**config.mk**
```make
export PLATFORM = sky130hd
export DESIGN_NAME = supply_reset_supervisor
export DESIGN_NICKNAME = d
export VERILOG_FILES = /design/src/include/supervisor_pkg.sv /design/src/rtl/input_sync.sv /design/src/rtl/supply_reset_supervisor.sv
export SDC_FILE = /design/constraint.sdc
export NUM_CORES = 1
export LEC_CHECK = 0
export BUFFER_PORTS_ARGS = -buffer_cell sky130_fd_sc_hd__buf_2
export CELL_PAD_IN_SITES_DETAIL_PLACEMENT = 1
export CELL_PAD_IN_SITES_GLOBAL_PLACEMENT = 1
export CORE_ASPECT_RATIO = 0.5
export CORE_MARGIN = 4
export CORE_UTILIZATION = 49
export CTS_CLUSTER_DIAMETER = 30
export DETAILED_ROUTE_END_ITERATION = 8
export GPL_ROUTABILITY_DRIVEN = 0
export PLACE_DENSITY = 0.88
export SLEW_MARGIN = 20
export SYNTH_ARGS = -nofsm -noshare
export SYNTH_HDL_FRONTEND = slang
export SYNTH_SLANG_ARGS = --single-unit
```
**constraint.sdc**
```tcl
create_clock -name i_ref_clk -period 2.6 [get_ports i_ref_clk]
set_input_delay 0.26 -clock i_ref_clk [delete_from_list [all_inputs] [get_ports i_ref_clk]]
set_output_delay 0.26 -clock i_ref_clk [all_outputs]
set_load 0.005 [all_outputs]
```
**src/include/supervisor_pkg.sv**
```systemverilog
// Summary of operation
// power-fail flag low while sense below reference
// power-fail flag releases at once, no hold; the code releases it only after the synchroniser and state register delay
// any supply, aux or manual fault resets
// active-high reset high on any reset cause
// reset held full timeout after cause clears
// new fault during hold restarts timeout
// both open-drain resets share one state
// manual low resets, then hold time
// floating manual input counts as inactive
// switch bounce gives one clean reset
// stuck watchdog toggle input causes reset
// watchdog has long initial, short normal mode
// every reset restarts watchdog in long mode
// processor toggles watchdog within long period
// watchdog counter cleared by reset or edge
// first toggle edge switches to normal mode
// unconnected toggle input disables the watchdog
// timeouts counted on clock, fixed at build
// inputs synchronised, supply faults reset at once
package supervisor_pkg;

   // ----------------------------------------------------------------
   // clock and timing
   // ----------------------------------------------------------------
   localparam int unsigned CLK_KHZ         = 25000;
   localparam int unsigned LONG_WD_MS      = 35000;
   localparam int unsigned NORMAL_WD_MS    = 1120;
   localparam int unsigned RESET_HOLD_MS   = 200;
   localparam int unsigned DEBOUNCE_MS     = 1;
   localparam int unsigned LONG_WD_CYC     = LONG_WD_MS * CLK_KHZ;
   localparam int unsigned NORMAL_WD_CYC   = NORMAL_WD_MS * CLK_KHZ;
   localparam int unsigned RESET_HOLD_CYC  = RESET_HOLD_MS * CLK_KHZ;
   localparam int unsigned DEBOUNCE_CYC    = DEBOUNCE_MS * CLK_KHZ;
   localparam int unsigned CNT_W           = 32;

   // ----------------------------------------------------------------
   // synchroniser bit layout
   // ----------------------------------------------------------------
   localparam int unsigned SYNC_W          = 7;
   localparam int unsigned SB_PRIMARY      = 0;
   localparam int unsigned SB_SECONDARY    = 1;
   localparam int unsigned SB_AUX          = 2;
   localparam int unsigned SB_POWER_FAIL   = 3;
   localparam int unsigned SB_MANUAL_N     = 4;
   localparam int unsigned SB_TOGGLE       = 5;
   localparam int unsigned SB_WD_OPEN      = 6;
   // faults taken as present until seen otherwise, manual idle high
   localparam logic [SYNC_W-1:0] SYNC_RST  = 7'h1F;

   // ----------------------------------------------------------------
   // reset sequencer states
   // ----------------------------------------------------------------
   typedef enum logic [2:0] {
      ST_FAULT = 3'b001,
      ST_HOLD  = 3'b010,
      ST_RUN   = 3'b100
   } seq_state_t;

endpackage : supervisor_pkg

```
**src/rtl/input_sync.sv**
```systemverilog
`timescale 1ns/1ps
`default_nettype none
module input_sync #(
   parameter int unsigned      W       = 1,
   parameter logic [W-1:0]     RST_VAL = '0
) (
   input  wire logic           i_ref_clk,
   input  wire logic           i_rst_n,
   input  wire logic [W-1:0]   i_async,
   output logic      [W-1:0]   o_sync
);

   typedef struct packed {
      logic [W-1:0] s1;
      logic [W-1:0] s2;
      logic [W-1:0] s3;
      logic [W-1:0] q;
   } sync_st_t;

   sync_st_t st_reg;
   sync_st_t st_next;

   // a bit moves only once stages two and three agree
   always_comb begin
      st_next    = st_reg;
      st_next.s1 = i_async;
      st_next.s2 = st_reg.s1;
      st_next.s3 = st_reg.s2;
      st_next.q  = (st_reg.s2 & st_reg.s3)
                 | (st_reg.q & (st_reg.s2 ^ st_reg.s3));
   end

   always_ff @(posedge i_ref_clk or negedge i_rst_n) begin
      if (!i_rst_n) begin
         st_reg <= '{s1: RST_VAL, s2: RST_VAL, s3: RST_VAL, q: RST_VAL};
      end else begin
         st_reg <= st_next;
      end
   end

   assign o_sync = st_reg.q;

endmodule : input_sync
`default_nettype wire

```
**src/rtl/supply_reset_supervisor.sv**
```systemverilog
`timescale 1ns/1ps
`default_nettype none
module supply_reset_supervisor
   import supervisor_pkg::*;
#(
   parameter logic [31:0] LONG_WD_CYCLES   = supervisor_pkg::LONG_WD_CYC,
   parameter logic [31:0] NORMAL_WD_CYCLES = supervisor_pkg::NORMAL_WD_CYC,
   parameter logic [31:0] HOLD_CYCLES      = supervisor_pkg::RESET_HOLD_CYC,
   parameter logic [31:0] DEBOUNCE_CYCLES  = supervisor_pkg::DEBOUNCE_CYC
) (
   input  wire logic i_ref_clk,
   input  wire logic i_rst_n,
   // comparator flags, high while the input is under threshold
   input  wire logic i_primary_supply_low,
   input  wire logic i_secondary_supply_low,
   input  wire logic i_aux_monitor_low,
   input  wire logic i_power_fail_sense_low,
   // pin level after the on-chip pull-up
   input  wire logic i_manual_reset_n,
   input  wire logic i_watchdog_toggle_in,
   // high when the open-pin detector sees nothing driving the toggle
   input  wire logic i_watchdog_open,
   output logic      o_power_fail_flag_n,
   output logic      o_reset_out,
   output logic      o_reset_out_a_n,
   output logic      o_reset_out_a_oe,
   output logic      o_reset_out_b_n,
   output logic      o_reset_out_b_oe,
   output logic      o_watchdog_normal,
   output logic      o_watchdog_expired
);

   import supervisor_pkg::*;

   // ----------------------------------------------------------------
   // input synchronisers
   // ----------------------------------------------------------------
   logic [SYNC_W-1:0] raw_in;
   logic [SYNC_W-1:0] sync_in;

   always_comb begin
      raw_in                = '0;
      raw_in[SB_PRIMARY]    = i_primary_supply_low;
      raw_in[SB_SECONDARY]  = i_secondary_supply_low;
      raw_in[SB_AUX]        = i_aux_monitor_low;
      raw_in[SB_POWER_FAIL] = i_power_fail_sense_low;
      raw_in[SB_MANUAL_N]   = i_manual_reset_n;
      raw_in[SB_TOGGLE]     = i_watchdog_toggle_in;
      raw_in[SB_WD_OPEN]    = i_watchdog_open;
   end

   // inputs synchronised first
   input_sync #(
      .W       (SYNC_W),
      .RST_VAL (SYNC_RST)
   ) u_input_sync (
      .i_ref_clk (i_ref_clk),
      .i_rst_n   (i_rst_n),
      .i_async   (raw_in),
      .o_sync    (sync_in)
   );

   logic supply_fault_s;
   logic manual_low_s;
   logic toggle_s;
   logic wd_open_s;
   logic power_fail_s;

   // supply and aux faults
   assign supply_fault_s = sync_in[SB_PRIMARY]
                         | sync_in[SB_SECONDARY]
                         | sync_in[SB_AUX];
   // pulled-up input idles inactive
   assign manual_low_s   = ~sync_in[SB_MANUAL_N];
   assign toggle_s       = sync_in[SB_TOGGLE];
   assign wd_open_s      = sync_in[SB_WD_OPEN];
   assign power_fail_s   = sync_in[SB_POWER_FAIL];

   // ----------------------------------------------------------------
   // state
   // ----------------------------------------------------------------
   typedef struct packed {
      seq_state_t       seq;
      logic [CNT_W-1:0] hold_cnt;
      logic [CNT_W-1:0] wd_cnt;
      logic [CNT_W-1:0] deb_cnt;
      logic             manual_active;
      logic             wd_normal;
      logic             toggle_prev;
      logic             wd_expired;
      logic             reset_active;
      logic             power_fail;
   } sup_st_t;

   sup_st_t st_reg;
   sup_st_t st_next;

   logic             reset_cause;
   logic             toggle_edge;
   logic [CNT_W-1:0] wd_limit;
   logic             wd_timeout;

   // ----------------------------------------------------------------
   // next-state logic
   // ----------------------------------------------------------------
   always_comb begin
      st_next            = st_reg;
      st_next.wd_expired = 1'b0;
      st_next.power_fail = power_fail_s;
      st_next.toggle_prev = toggle_s;

      // manual reset debounce: low acts at once, release must stand
      // still for the debounce span, so bounce gives one reset
      // debounce release
      if (manual_low_s) begin
         st_next.manual_active = 1'b1;
         st_next.deb_cnt       = '0;
      end else if (st_reg.manual_active) begin
         if (st_reg.deb_cnt == DEBOUNCE_CYCLES - 32'h1) begin
            st_next.manual_active = 1'b0;
            st_next.deb_cnt       = '0;
         end else begin
            st_next.deb_cnt = st_reg.deb_cnt + 32'h1;
         end
      end

      // any cause forces reset
      reset_cause = supply_fault_s | st_reg.manual_active;

      // period depends on mode
      wd_limit   = st_reg.wd_normal ? NORMAL_WD_CYCLES : LONG_WD_CYCLES;
      toggle_edge = toggle_s ^ st_reg.toggle_prev;
      wd_timeout = 1'b0;

      case (st_reg.seq)
         ST_FAULT: begin
            st_next.hold_cnt = '0;
            // hold starts once causes clear
            // manual release starts hold
            if (!reset_cause) begin
               st_next.seq = ST_HOLD;
            end
         end
         ST_HOLD: begin
            // hold counted in clock cycles
            // new fault restarts timeout
            if (reset_cause) begin
               st_next.seq      = ST_FAULT;
               st_next.hold_cnt = '0;
            end else if (st_reg.hold_cnt == HOLD_CYCLES - 32'h1) begin
               st_next.seq      = ST_RUN;
               st_next.hold_cnt = '0;
            end else begin
               st_next.hold_cnt = st_reg.hold_cnt + 32'h1;
            end
         end
         ST_RUN: begin
            if (reset_cause) begin
               st_next.seq = ST_FAULT;
            end else if (!wd_open_s && !toggle_edge
                         && st_reg.wd_cnt == wd_limit - 32'h1) begin
               // stuck toggle expires
               wd_timeout       = 1'b1;
               st_next.seq      = ST_HOLD;
               st_next.hold_cnt = '0;
            end
         end
         default: begin
            st_next.seq      = ST_FAULT;
            st_next.hold_cnt = '0;
         end
      endcase

      // watchdog counter only runs while reset is released
      if (st_next.seq != ST_RUN || st_reg.seq != ST_RUN) begin
         // cleared during reset
         // reset restarts long mode
         st_next.wd_cnt    = '0;
         st_next.wd_normal = 1'b0;
      end else if (wd_open_s) begin
         // open input disables watchdog
         st_next.wd_cnt = '0;
      end else if (toggle_edge) begin
         // edge clears counter
         // first edge selects normal
         st_next.wd_cnt    = '0;
         st_next.wd_normal = 1'b1;
      end else begin
         st_next.wd_cnt = st_reg.wd_cnt + 32'h1;
      end

      st_next.wd_expired   = wd_timeout;
      // reset level from sequencer
      st_next.reset_active = (st_next.seq != ST_RUN);
   end

   // ----------------------------------------------------------------
   // registers
   // ----------------------------------------------------------------
   always_ff @(posedge i_ref_clk or negedge i_rst_n) begin
      if (!i_rst_n) begin
         st_reg.seq           <= ST_FAULT;
         st_reg.hold_cnt      <= '0;
         st_reg.wd_cnt        <= '0;
         st_reg.deb_cnt       <= '0;
         st_reg.manual_active <= 1'b0;
         st_reg.wd_normal     <= 1'b0;
         st_reg.toggle_prev   <= 1'b0;
         st_reg.wd_expired    <= 1'b0;
         st_reg.reset_active  <= 1'b1;
         st_reg.power_fail    <= 1'b1;
      end else begin
         st_reg <= st_next;
      end
   end

   // ----------------------------------------------------------------
   // outputs
   // ----------------------------------------------------------------
   logic reset_now;

   // raw supply faults bypass sync
   // the raw path trades glitch immunity for zero assertion latency
   assign reset_now = st_reg.reset_active
                    | i_primary_supply_low
                    | i_secondary_supply_low
                    | i_aux_monitor_low;

   // active-high reset
   assign o_reset_out = reset_now;

   // both outputs share state
   assign o_reset_out_a_n  = 1'b0;
   assign o_reset_out_a_oe = reset_now;
   assign o_reset_out_b_n  = 1'b0;
   assign o_reset_out_b_oe = reset_now;

   // flag low on comparator
   // release only after the synchroniser and state register delay, not at once
   assign o_power_fail_flag_n = ~(i_power_fail_sense_low | st_reg.power_fail);

   assign o_watchdog_normal  = st_reg.wd_normal;
   assign o_watchdog_expired = st_reg.wd_expired;

endmodule : supply_reset_supervisor
`default_nettype wire
```
==> flow_metrics.py, run 1 <==
metrics = {
    "clocking": {
        "root_buffer": "clkbuf_16",
        "htree_levels": 4,
        "tritoncts": "built",
        "clkTransAtPathRegs_ns": 0.07,
        "cts_buffers": 17,
        "numClockSinks": 133,
        "clockBufferDepth": 2,
        "clock_latency_ns": 0.44,
        "post_cts_buffers": 0,
    },
    "pwr": {
        "p_leak_uw": 0.00322,
        "netSwitchingPower_uw": 1160,
        "pwr-share-clk_pct": 54.4,
        "p_per_area_nw_per_um2": 666,
        "power_frac_seq_pct": 42.0,
        "p_int_uw": 3980,
        "report.power.total_uw": 5140,
        "p_sw_share_pct": 22.6,
        "max-vdd-ir-drop_mv": 0.469,
        "comb_power_share_pct": 3.6,
    },
    "route": {
        "postRouteAntennaNets": 0,
        "via_count": 5785,
        "drt_iter0_markers": 580,
        "wl_per_cell_um": 22.9,
        "drt_first_pass_iters": 5,
        "via_per_inst": 6.39,
        "drc": 0,
        "routed_wirelength_um": 20700,
    },
    "timing": {
        "relSlewSlack_pct": 51.3,
        "rsz0062_at_grt": "no",
        "setup_ws_ns": 0.0836,
        "hold_ws_ns": 0.346,
        "tightestPinTransition_ns": 0.723,
        "finalClockSkew_ns": 0.0183,
        "setup_violations": 0,
        "fin_crit_sh_pct": 96.8,
        "period_minus_slack_ns": 2.52,
        "hold_viol": 0,
        "max_freq_ghz": 0.397,
        "setup_tns_ns": 0,
        "slew_viol_final": 0,
    },
    "synth": {
        "synthesis.area_um2": 6560,
        "synthMostInstantiatedCell": "dfrtp_1",
        "avgSynthCellArea_um2": 9.56,
        "synth.distinct_cells": 55,
        "synthArstFlopShare_pct": 100,
        "synth_top_flop_cell": "dfrtp_1",
        "ys_ff_latch": 133,
        "yosys.area.top_type_share_pct": 42.0,
        "yosys-top-cells-area": "dfrtp_1, dfstp_2, o21ai_0",
        "syn_inst": 686,
        "yosysSeqAreaShare_pct": 51.2,
        "netlist_top_cells_count": "dfrtp_1, o21ai_0, nand2_1",
        "synth_edf_count": 0,
        "yosys_warnings": 0,
        "yosysTopAreaCell": "dfrtp_1",
    },
    "setup_path": {
        "r2r_slack_ns": 0.08,
        "slowest_stage": "or3b_2",
        "arrival_ns": 2.83,
        "max_stage_delay_ns": 0.53,
        "r2r_start": "u_input_sync.o_sync[5]",
        "crit_chain": "xnor2_1, or3b_2, a2111oi_4, nand3_2, nand3b_1, buf_12, nor2_1",
        "path_class": "reg2reg",
        "cp-start-kind": "register",
        "required_ns": 2.91,
        "worstPathMaxFanout": 32,
        "end_kind": "register",
        "worstReg2RegEnd": "st_reg[48]",
        "rr_worst_depth": 7,
    },
    "placed_design": {
        "pre_cts_ws_ns": 0.00546,
        "hpwl_um": 11600,
        "dp.cells": 865,
        "port_buffers": 14,
    },
    "min_path": {
        "hp-class": "in2async",
    },
    "floorplanning": {
        "boundaryPins": 17,
        "die_x_um": 172,
        "dieHeight_um": 89.8,
        "die_area_um2": 15400,
        "rows": 29,
        "core_area_um2": 12900,
        "initial_core_util_pct": 50.9,
    },
    "final_layout": {
        "fillCellCount": 1434,
        "area_delta_synth_final_pct": 17.7,
        "layout-drive-gt1-share_pct": 14.1,
        "antenna_cells": 0,
        "layout.nets": 741,
        "final_cells": 905,
        "largest_reg_flops": 103,
    },
    "global_route": {
        "track_usage_pct": 27.6,
        "grt_pass1_wl_um": 33800,
        "antenna_found_initial": 0,
        "grt_pass1_vias": 6111,
        "grt_max_degree": 66,
        "grt_overflow": 0,
    },
    "outcome": {
        "status": "complete, no violations",
    },
    "job": {
        "drv_cap": 0,
    },
}
==> stage by stage <==
stage	util, %	instance area, µm²
global placement	53.8	6930
floorplan	-	6560
detailed placement	53.8	6930
global route	59.9	7720
CTS	59.6	7680
finish	59.9	7720
==> critical path, delay by kind of cell (launching register included) <==
family | cells | cell delay (ns)
flip-flops | 1 | 0.42
AND/OR/NAND/NOR | 4 | 1.10
buffers and inverters | 1 | 0.22
AO/OA/AOI/OAI | 1 | 0.32
XOR/XNOR | 1 | 0.31
==> layout make-up <==
cell class              instances  area [µm²]  area share (%)
flip-flops and latches        133        3360            43.5
multi-input cells             513        3070            39.8
clock buffers                  21         470            6.10
repair buffers                 45         367            4.75
well taps                     170         213            2.76
clock inverters                11         196            2.55
inverters                      12        45.0           0.584
==> logic make-up (layout without fill, tap and decap cells) <==
logic type      count (synthesis)  count (layout)  synth area share (%)
compound gates                152             152                  13.6
flops                         133             133                  51.2
mux                             4               4                 0.611
fa+ha+maj                      10              10                  1.91
simple gates                  309             309                  24.8
buf+inv                        41              89                  3.00
other cells                     1               2                0.0572
xor+xnor                       36              36                  4.81
==> cell usage in the layout (no fill, tap or decap), types with 8 or more instances in the layout <==
master,synthesis,layout
nor2_1,62,62
buf_4,4,20
nand3_1,37,36
xnor2_1,16,16
buf_2,8,13
and2_1,8,8
and3_1,27,27
a21o_1,13,13
dfstp_2,23,23
or3_1,8,8
dfrtp_1,110,110
nor4_1,9,8
nand4_1,22,22
dlygate4sd3_1,0,8
ha_1,10,10
inv_1,12,12
nand2_1,68,68
and4_1,11,11
xor2_1,20,20
a31oi_1,15,15
nor3_1,25,25
o21ai_0,75,75
a21oi_1,19,18
clkbuf_16,0,17
==> routing by layer <==
metal  up-vias  global-route usage (%)  wire length [µm]
met4         0                    9.95               698
met2       193                    47.1             10500
met1      2969                    34.7              8560
met3        64                    5.87               953
met5         -                       0                 0
li1       2559                       -                 -
==> how the worst max path moves through the flow <==
stage	start	to	slack (ns)	depth (start not counted)
global route	st_reg[70]	st_reg[72]	0.003	8
floorplan	st_reg[6]	st_reg[15]	0.40	8
global placement	st_reg[70]	st_reg[87]	0.27	8
finish	u_input_sync.o_sync[5]	st_reg[48]	0.08	7
detailed placement	u_input_sync.o_sync[5]	st_reg[53]	0.005	7
CTS	st_reg[70]	st_reg[72]	0.05	8
==> power by group through the flow <==
stage          Sequential [µW]  Clock (µW)  Combinational (µW)
2_1_floorplan             2180           0                82.3
3_3_place_gp              2180           0                 161
3_5_place_dp              2190           0                 174
4_1_cts                   2160        2790                 186
5_1_grt                   2160        2920                 206
6_report                  2160        2790                 185
==> repair_timing <==
| action | CTS | global route |
|---|---|---|
| hold buffers | 8 | 0 |
| setup endpoints to repair | 41 | 45 |
| hold endpoints to repair | 34 | 0 |
| gates resized for setup | 1 | 5 |
| pin swaps | 0 | 1 |
Power figures use the tool's default switching activity.
==> run 2: changes to the inputs <==
Settings changed: PLACE_DENSITY 0.88 to 0.76.
==> run 2 against run 1 <==
  * Clock-buffer cell count down 2
  * Core utilization is essentially flat
  * Flip-flop and latch count unchanged
  * Die area unchanged
  * Clock power shrank 9.0%
  * Clock skew shrank 0.0088 ns
  * Worst hold slack got worse by 0.051 ns
  * Maximum frequency is 1.1% higher
  * Critical path depth unchanged
  * Final cell count rose by 0.88%
  * Critical endpoint is now st_reg[28]
  * Largest power group unchanged
==> flow_metrics.py, run 2 (same netlist as run 1, synthesis figures left out) <==
metrics = {
    "global_route": {
        "grt_overflow": 0,
        "grt_pass1_vias": 5823,
        "antenna_found_initial": 0,
        "track_usage_pct": 23.3,
        "grt_pass1_wl_um": 29300,
        "grt_max_degree": 73,
    },
    "setup_path": {
        "r2r_start": "st_reg[33]",
        "path_class": "reg2reg",
        "crit_path_end": "st_reg[28]",
        "r2r_slack_ns": 0.11,
        "arrival_ns": 2.75,
        "worstPathMaxFanout": 13,
        "end_kind": "register",
        "required_ns": 2.86,
        "startpoint": "st_reg[33]",
        "worstReg2RegEnd": "st_reg[28]",
        "rr_worst_depth": 7,
        "cp-start-kind": "register",
    },
    "clocking": {
        "root_buffer": "clkbuf_16",
        "tritoncts": "built",
        "clkTransAtPathRegs_ns": 0.07,
        "numClockSinks": 133,
        "cts_buffers": 17,
        "clockBufferDepth": 2,
        "htree_levels": 4,
        "clock_latency_ns": 0.42,
    },
    "final_layout": {
        "antenna_cells": 0,
        "layout.nets": 749,
        "area_delta_synth_final_pct": 17.6,
        "final_cell_mix": "dfrtp_1, o21ai_0, nand2_1, nor2_1, nand3_1",
        "post-route-util_pct": 59.9,
        "layout-drive-gt1-share_pct": 14.9,
        "final_common_cell": "dfrtp_1",
        "final_cells": 913,
        "largest_reg_flops": 103,
        "final_cell_area_um2": 7710,
    },
    "route": {
        "via_count": 5489,
        "routed_wirelength_um": 17600,
        "wl_per_cell_um": 19.2,
        "drt_iter0_markers": 304,
        "drt_first_pass_iters": 4,
        "postRouteAntennaNets": 0,
        "via_per_inst": 6.01,
        "drc": 0,
    },
    "placed_design": {
        "dpl_cell_area_um2": 6960,
        "dp.cells": 870,
        "port_buffers": 14,
        "pre_cts_ws_ns": -0.107,
        "hpwl_um": 10900,
    },
    "timing": {
        "period_minus_slack_ns": 2.49,
        "hold_viol": 0,
        "tightestPinTransition_ns": 0.733,
        "setup_ws_ns": 0.111,
        "hold_ws_ns": 0.296,
        "slew_viol_final": 0,
        "setup_violations": 0,
        "fin_crit_sh_pct": 95.7,
        "finalClockSkew_ns": 0.00953,
        "relSlewSlack_pct": 51.2,
        "max_freq_ghz": 0.402,
    },
    "floorplanning": {
        "core_area_um2": 12900,
        "dieHeight_um": 89.8,
        "boundaryPins": 17,
        "initial_core_util_pct": 50.9,
        "die_area_um2": 15400,
        "die_x_um": 172,
        "rows": 29,
    },
    "pwr": {
        "comb_power_share_pct": 3.7,
        "power_frac_seq_pct": 44.2,
        "p_leak_uw": 0.00323,
        "max-vdd-ir-drop_mv": 0.362,
        "p_per_area_nw_per_um2": 632,
        "p_sw_share_pct": 23.2,
        "p_int_uw": 3740,
        "pwr-share-clk_pct": 52.1,
        "netSwitchingPower_uw": 1130,
    },
    "min_path": {
        "hp-class": "in2async",
    },
    "outcome": {
        "status": "complete, no violations",
    },
    "job": {
        "drv_cap": 0,
    },
}
## run 2: timing repair
item,CTS,global route
resized for setup,2,4
endpoints found under the hold margin,38,0
hold buffers,8,0
buffers inserted,0,2
setup endpoints to repair,44,21
pin swaps,0,3
cloned,0,1
## run 2: power by group through the flow
stage / Sequential (µW) / Combinational (µW) / Clock (µW)
6_report: 2150 / 179 / 2540
5_1_grt: 2160 / 203 / 2690
4_1_cts: 2150 / 181 / 2570
3_5_place_dp: 2190 / 170 / 0
3_3_place_gp: 2190 / 162 / 0
2_1_floorplan: 2180 / 82.3 / 0
## run 2: cell type report
cell class	instances	area, µm²
clock buffers	19	443
clock inverters	13	173
fillers	1455	5170
inverters	12	45.0
multi-input cells	514	3070
flip-flops and latches	133	3360
well taps	170	213
repair buffers	52	407
## run 2: critical path: stages (launching register included)
cell and delay [ns]:
dfrtp_1 0.45, nor4b_1 0.45, nand4_1 0.34, o31ai_2 0.46
nor2_2 0.18, buf_4 0.23, o21ai_0 0.10, a31oi_1 0.12
## run 2: per-layer routing
| layer | wire, µm | GRT usage [%] | vias up |
|---|---|---|---|
| li1 | - | - | 2577 |
| met1 | 7950 | 30.5 | 2831 |
| met2 | 9010 | 40.1 | 61 |
| met3 | 398 | 3.72 | 20 |
| met4 | 194 | 6.86 | 0 |
| met5 | 0 | 0 | - |
## run 2: per-stage QoR
step / power [µW] / setup TNS (ns)
2_1_floorplan: 2260 / 0
3_3_place_gp: 2350 / -0.00434
3_5_place_dp: 2360 / -3.11
4_1_cts: 4910 / 0
5_1_grt: 5050 / -0.0135
6_report: 4870 / 0
## run 2: worst min-delay path by stage
stage	startpoint	endpoint	cells after the start
global placement	i_rst_n	st_reg[98]	1
CTS	i_rst_n	st_reg[98]	2
global route	i_rst_n	st_reg[100]	2
finish	i_rst_n	st_reg[96]	2
floorplan	i_rst_n	o_watchdog_expired	0
detailed placement	i_rst_n	st_reg[98]	1
==> run 3: changes to the inputs <==
Settings changed: CORE_MARGIN 4 to 2.
==> run 3 against run 2 <==
  * Clock-buffer cell count up 2
  * Worst hold slack improved by 0.058 ns
  * Critical path depth rose by 1
  * Highest routed layer unchanged
==> flow_metrics.py, run 3 (same netlist as run 1, synthesis figures left out) <==
metrics = {
    "setup_path": {
        "arrival_ns": 2.74,
        "crit_chain": "ha_1, nand4_1, or4_1, o311ai_4, buf_4, a21oi_1, o21ai_0, o41ai_1",
        "worstPathMaxFanout": 20,
        "worstReg2RegEnd": "st_reg[29]",
        "path_class": "reg2reg",
        "rr_worst_depth": 8,
        "critical_path.top_delay_family": "simple AND/OR/NAND/NOR gates",
        "end_kind": "register",
        "required_ns": 2.89,
        "startpoint": "st_reg[6]",
        "crit_path_end": "st_reg[29]",
        "slowest_stage": "or4_1",
        "cp.depth": 8,
        "r2r_start": "st_reg[6]",
        "max_stage_delay_ns": 0.57,
        "cp-start-kind": "register",
        "r2r_slack_ns": 0.15,
        "cp_num_buf_inv": 1,
    },
    "floorplanning": {
        "initial_core_util_pct": 51.0,
        "rows": 29,
        "boundaryPins": 17,
        "dieHeight_um": 85.8,
        "die_x_um": 168,
        "die_area_um2": 14400,
        "core_area_um2": 12800,
    },
    "final_layout": {
        "layout.nets": 743,
        "fillCellCount": 1446,
        "largest_reg_flops": 103,
        "final_cell_mix": "dfrtp_1, o21ai_0, nand2_1, nor2_1, nand3_1",
        "final_common_cell": "dfrtp_1",
        "layout-drive-gt1-share_pct": 14.2,
        "antenna_cells": 0,
        "final_cell_area_um2": 7730,
        "area_delta_synth_final_pct": 17.9,
    },
    "pwr": {
        "max-vdd-ir-drop_mv": 0.364,
        "report.power.total_uw": 5060,
        "p_leak_uw": 0.00324,
        "p_per_area_nw_per_um2": 654,
    },
    "clocking": {
        "htree_levels": 4,
        "numClockSinks": 133,
        "tritoncts": "built",
        "clock_latency_ns": 0.42,
        "clkTransAtPathRegs_ns": 0.06,
        "root_buffer": "clkbuf_16",
        "clockBufferDepth": 2,
        "cts_buffers": 17,
        "post_cts_buffers": 0,
    },
    "route": {
        "via_count": 5446,
        "drt_iter0_markers": 268,
        "drc": 0,
        "postRouteAntennaNets": 0,
        "routed_wirelength_um": 17400,
        "wl_per_cell_um": 19.2,
        "via_per_inst": 6.00,
        "drt_first_pass_iters": 4,
    },
    "global_route": {
        "grt_pass1_vias": 5959,
        "grt_overflow": 0,
        "antenna_found_initial": 0,
        "gr-usage-met1_pct": 32.3,
        "grt_max_degree": 71,
        "grt_pass1_wl_um": 30100,
        "track_usage_pct": 26.5,
        "grt_util_met3_pct": 4.98,
        "grt_util_met2_pct": 49.0,
        "top_usage_layer": "met2",
    },
    "timing": {
        "period_minus_slack_ns": 2.45,
        "rsz0062_at_grt": "no",
        "relSlewSlack_pct": 50.1,
        "setup_violations": 0,
        "slew_viol_final": 0,
        "fin_crit_sh_pct": 94.4,
        "max_freq_ghz": 0.407,
        "hold_viol": 0,
        "tightestPinTransition_ns": 0.748,
        "finalClockSkew_ns": 0.0104,
    },
    "min_path": {
        "hp-class": "reg2reg",
    },
    "placed_design": {
        "dpl_cell_area_um2": 6960,
        "hpwl_um": 11100,
        "port_buffers": 14,
    },
    "outcome": {
        "status": "complete, no violations",
    },
    "job": {
        "drv_cap": 0,
    },
}
run 3: cell types whose count changed in the layout (fill, tap and decap cells not counted), sizes merged:
| cell | change |
|---|---|
| clkinv | +1 |
| clkinvlp | -1 |
| a21oi | -1 |
| buf | -5 |
| clkbuf | +2 |
| inv | -4 |
| bufinv | +2 |
run 3: routing by layer:
| metal | vias to the layer above | share of wire [%] | routed length [µm] |
|---|---|---|---|
| li1 | 2567 | - | - |
| met1 | 2819 | 45 | 7920 |
| met2 | 45 | 52 | 9050 |
| met3 | 15 | 1.7 | 299 |
| met4 | 0 | 0.79 | 138 |
| met5 | - | 0 | 0 |
run 3: metrics by stage:
| stage | TNS (ns) | worst slack (ns) | hold slack [ns] | utilization (%) | std cells |
|---|---|---|---|---|---|
| floorplan | 0 | 0.404 | -0.0356 | - | 687 |
| global route | 0 | 0.0248 | 0.359 | 60.2 | 907 |
| detailed placement | -1.95 | -0.0725 | 0.338 | 54.2 | 867 |
| CTS | 0 | 0.0319 | 0.357 | 60.1 | 907 |
| global placement | 0 | 0.0201 | 0.330 | 54.2 | 867 |
| finish | 0 | 0.145 | 0.354 | 60.2 | 907 |
run 3: layout make-up:
type	instances	area [µm²]	area share [%]
Clock buffer	21	470	6.09
Clock inverter	11	199	2.57
Inverter	12	45.0	0.583
Multi-Input combinational cell	513	3050	39.5
Sequential cell	133	3360	43.4
Tap cell	170	213	2.75
Timing Repair Buffer	47	394	5.10
run 3: timing repair:
item,CTS,global route
setup endpoints to repair,43,20
cloned,0,0
resized for setup,1,5
hold endpoints to repair,63,0
hold buffers,8,0
run 3: worst min-delay path by stage:
| stage | end | start | cells past startpoint | slack, ns |
|---|---|---|---|---|
| floorplan | o_watchdog_expired | i_rst_n | 0 | -0.04 |
| CTS | u_input_sync.st_next[11] | u_input_sync.st_next[18] | 0 | 0.36 |
| global route | u_input_sync.st_next[8] | u_input_sync.st_next[15] | 0 | 0.36 |
| global placement | st_reg[74] | i_rst_n | 1 | 0.33 |
| detailed placement | o_watchdog_expired | i_rst_n | 1 | 0.34 |
| finish | u_input_sync.st_next[10] | u_input_sync.st_next[17] | 0 | 0.35 |
run 3: power breakdown:
group / internal (µW) / switching (µW)
clock network: 1780 / 932
logic: 68.9 / 116
registers: 2130 / 29.9
total: 3980 / 1080
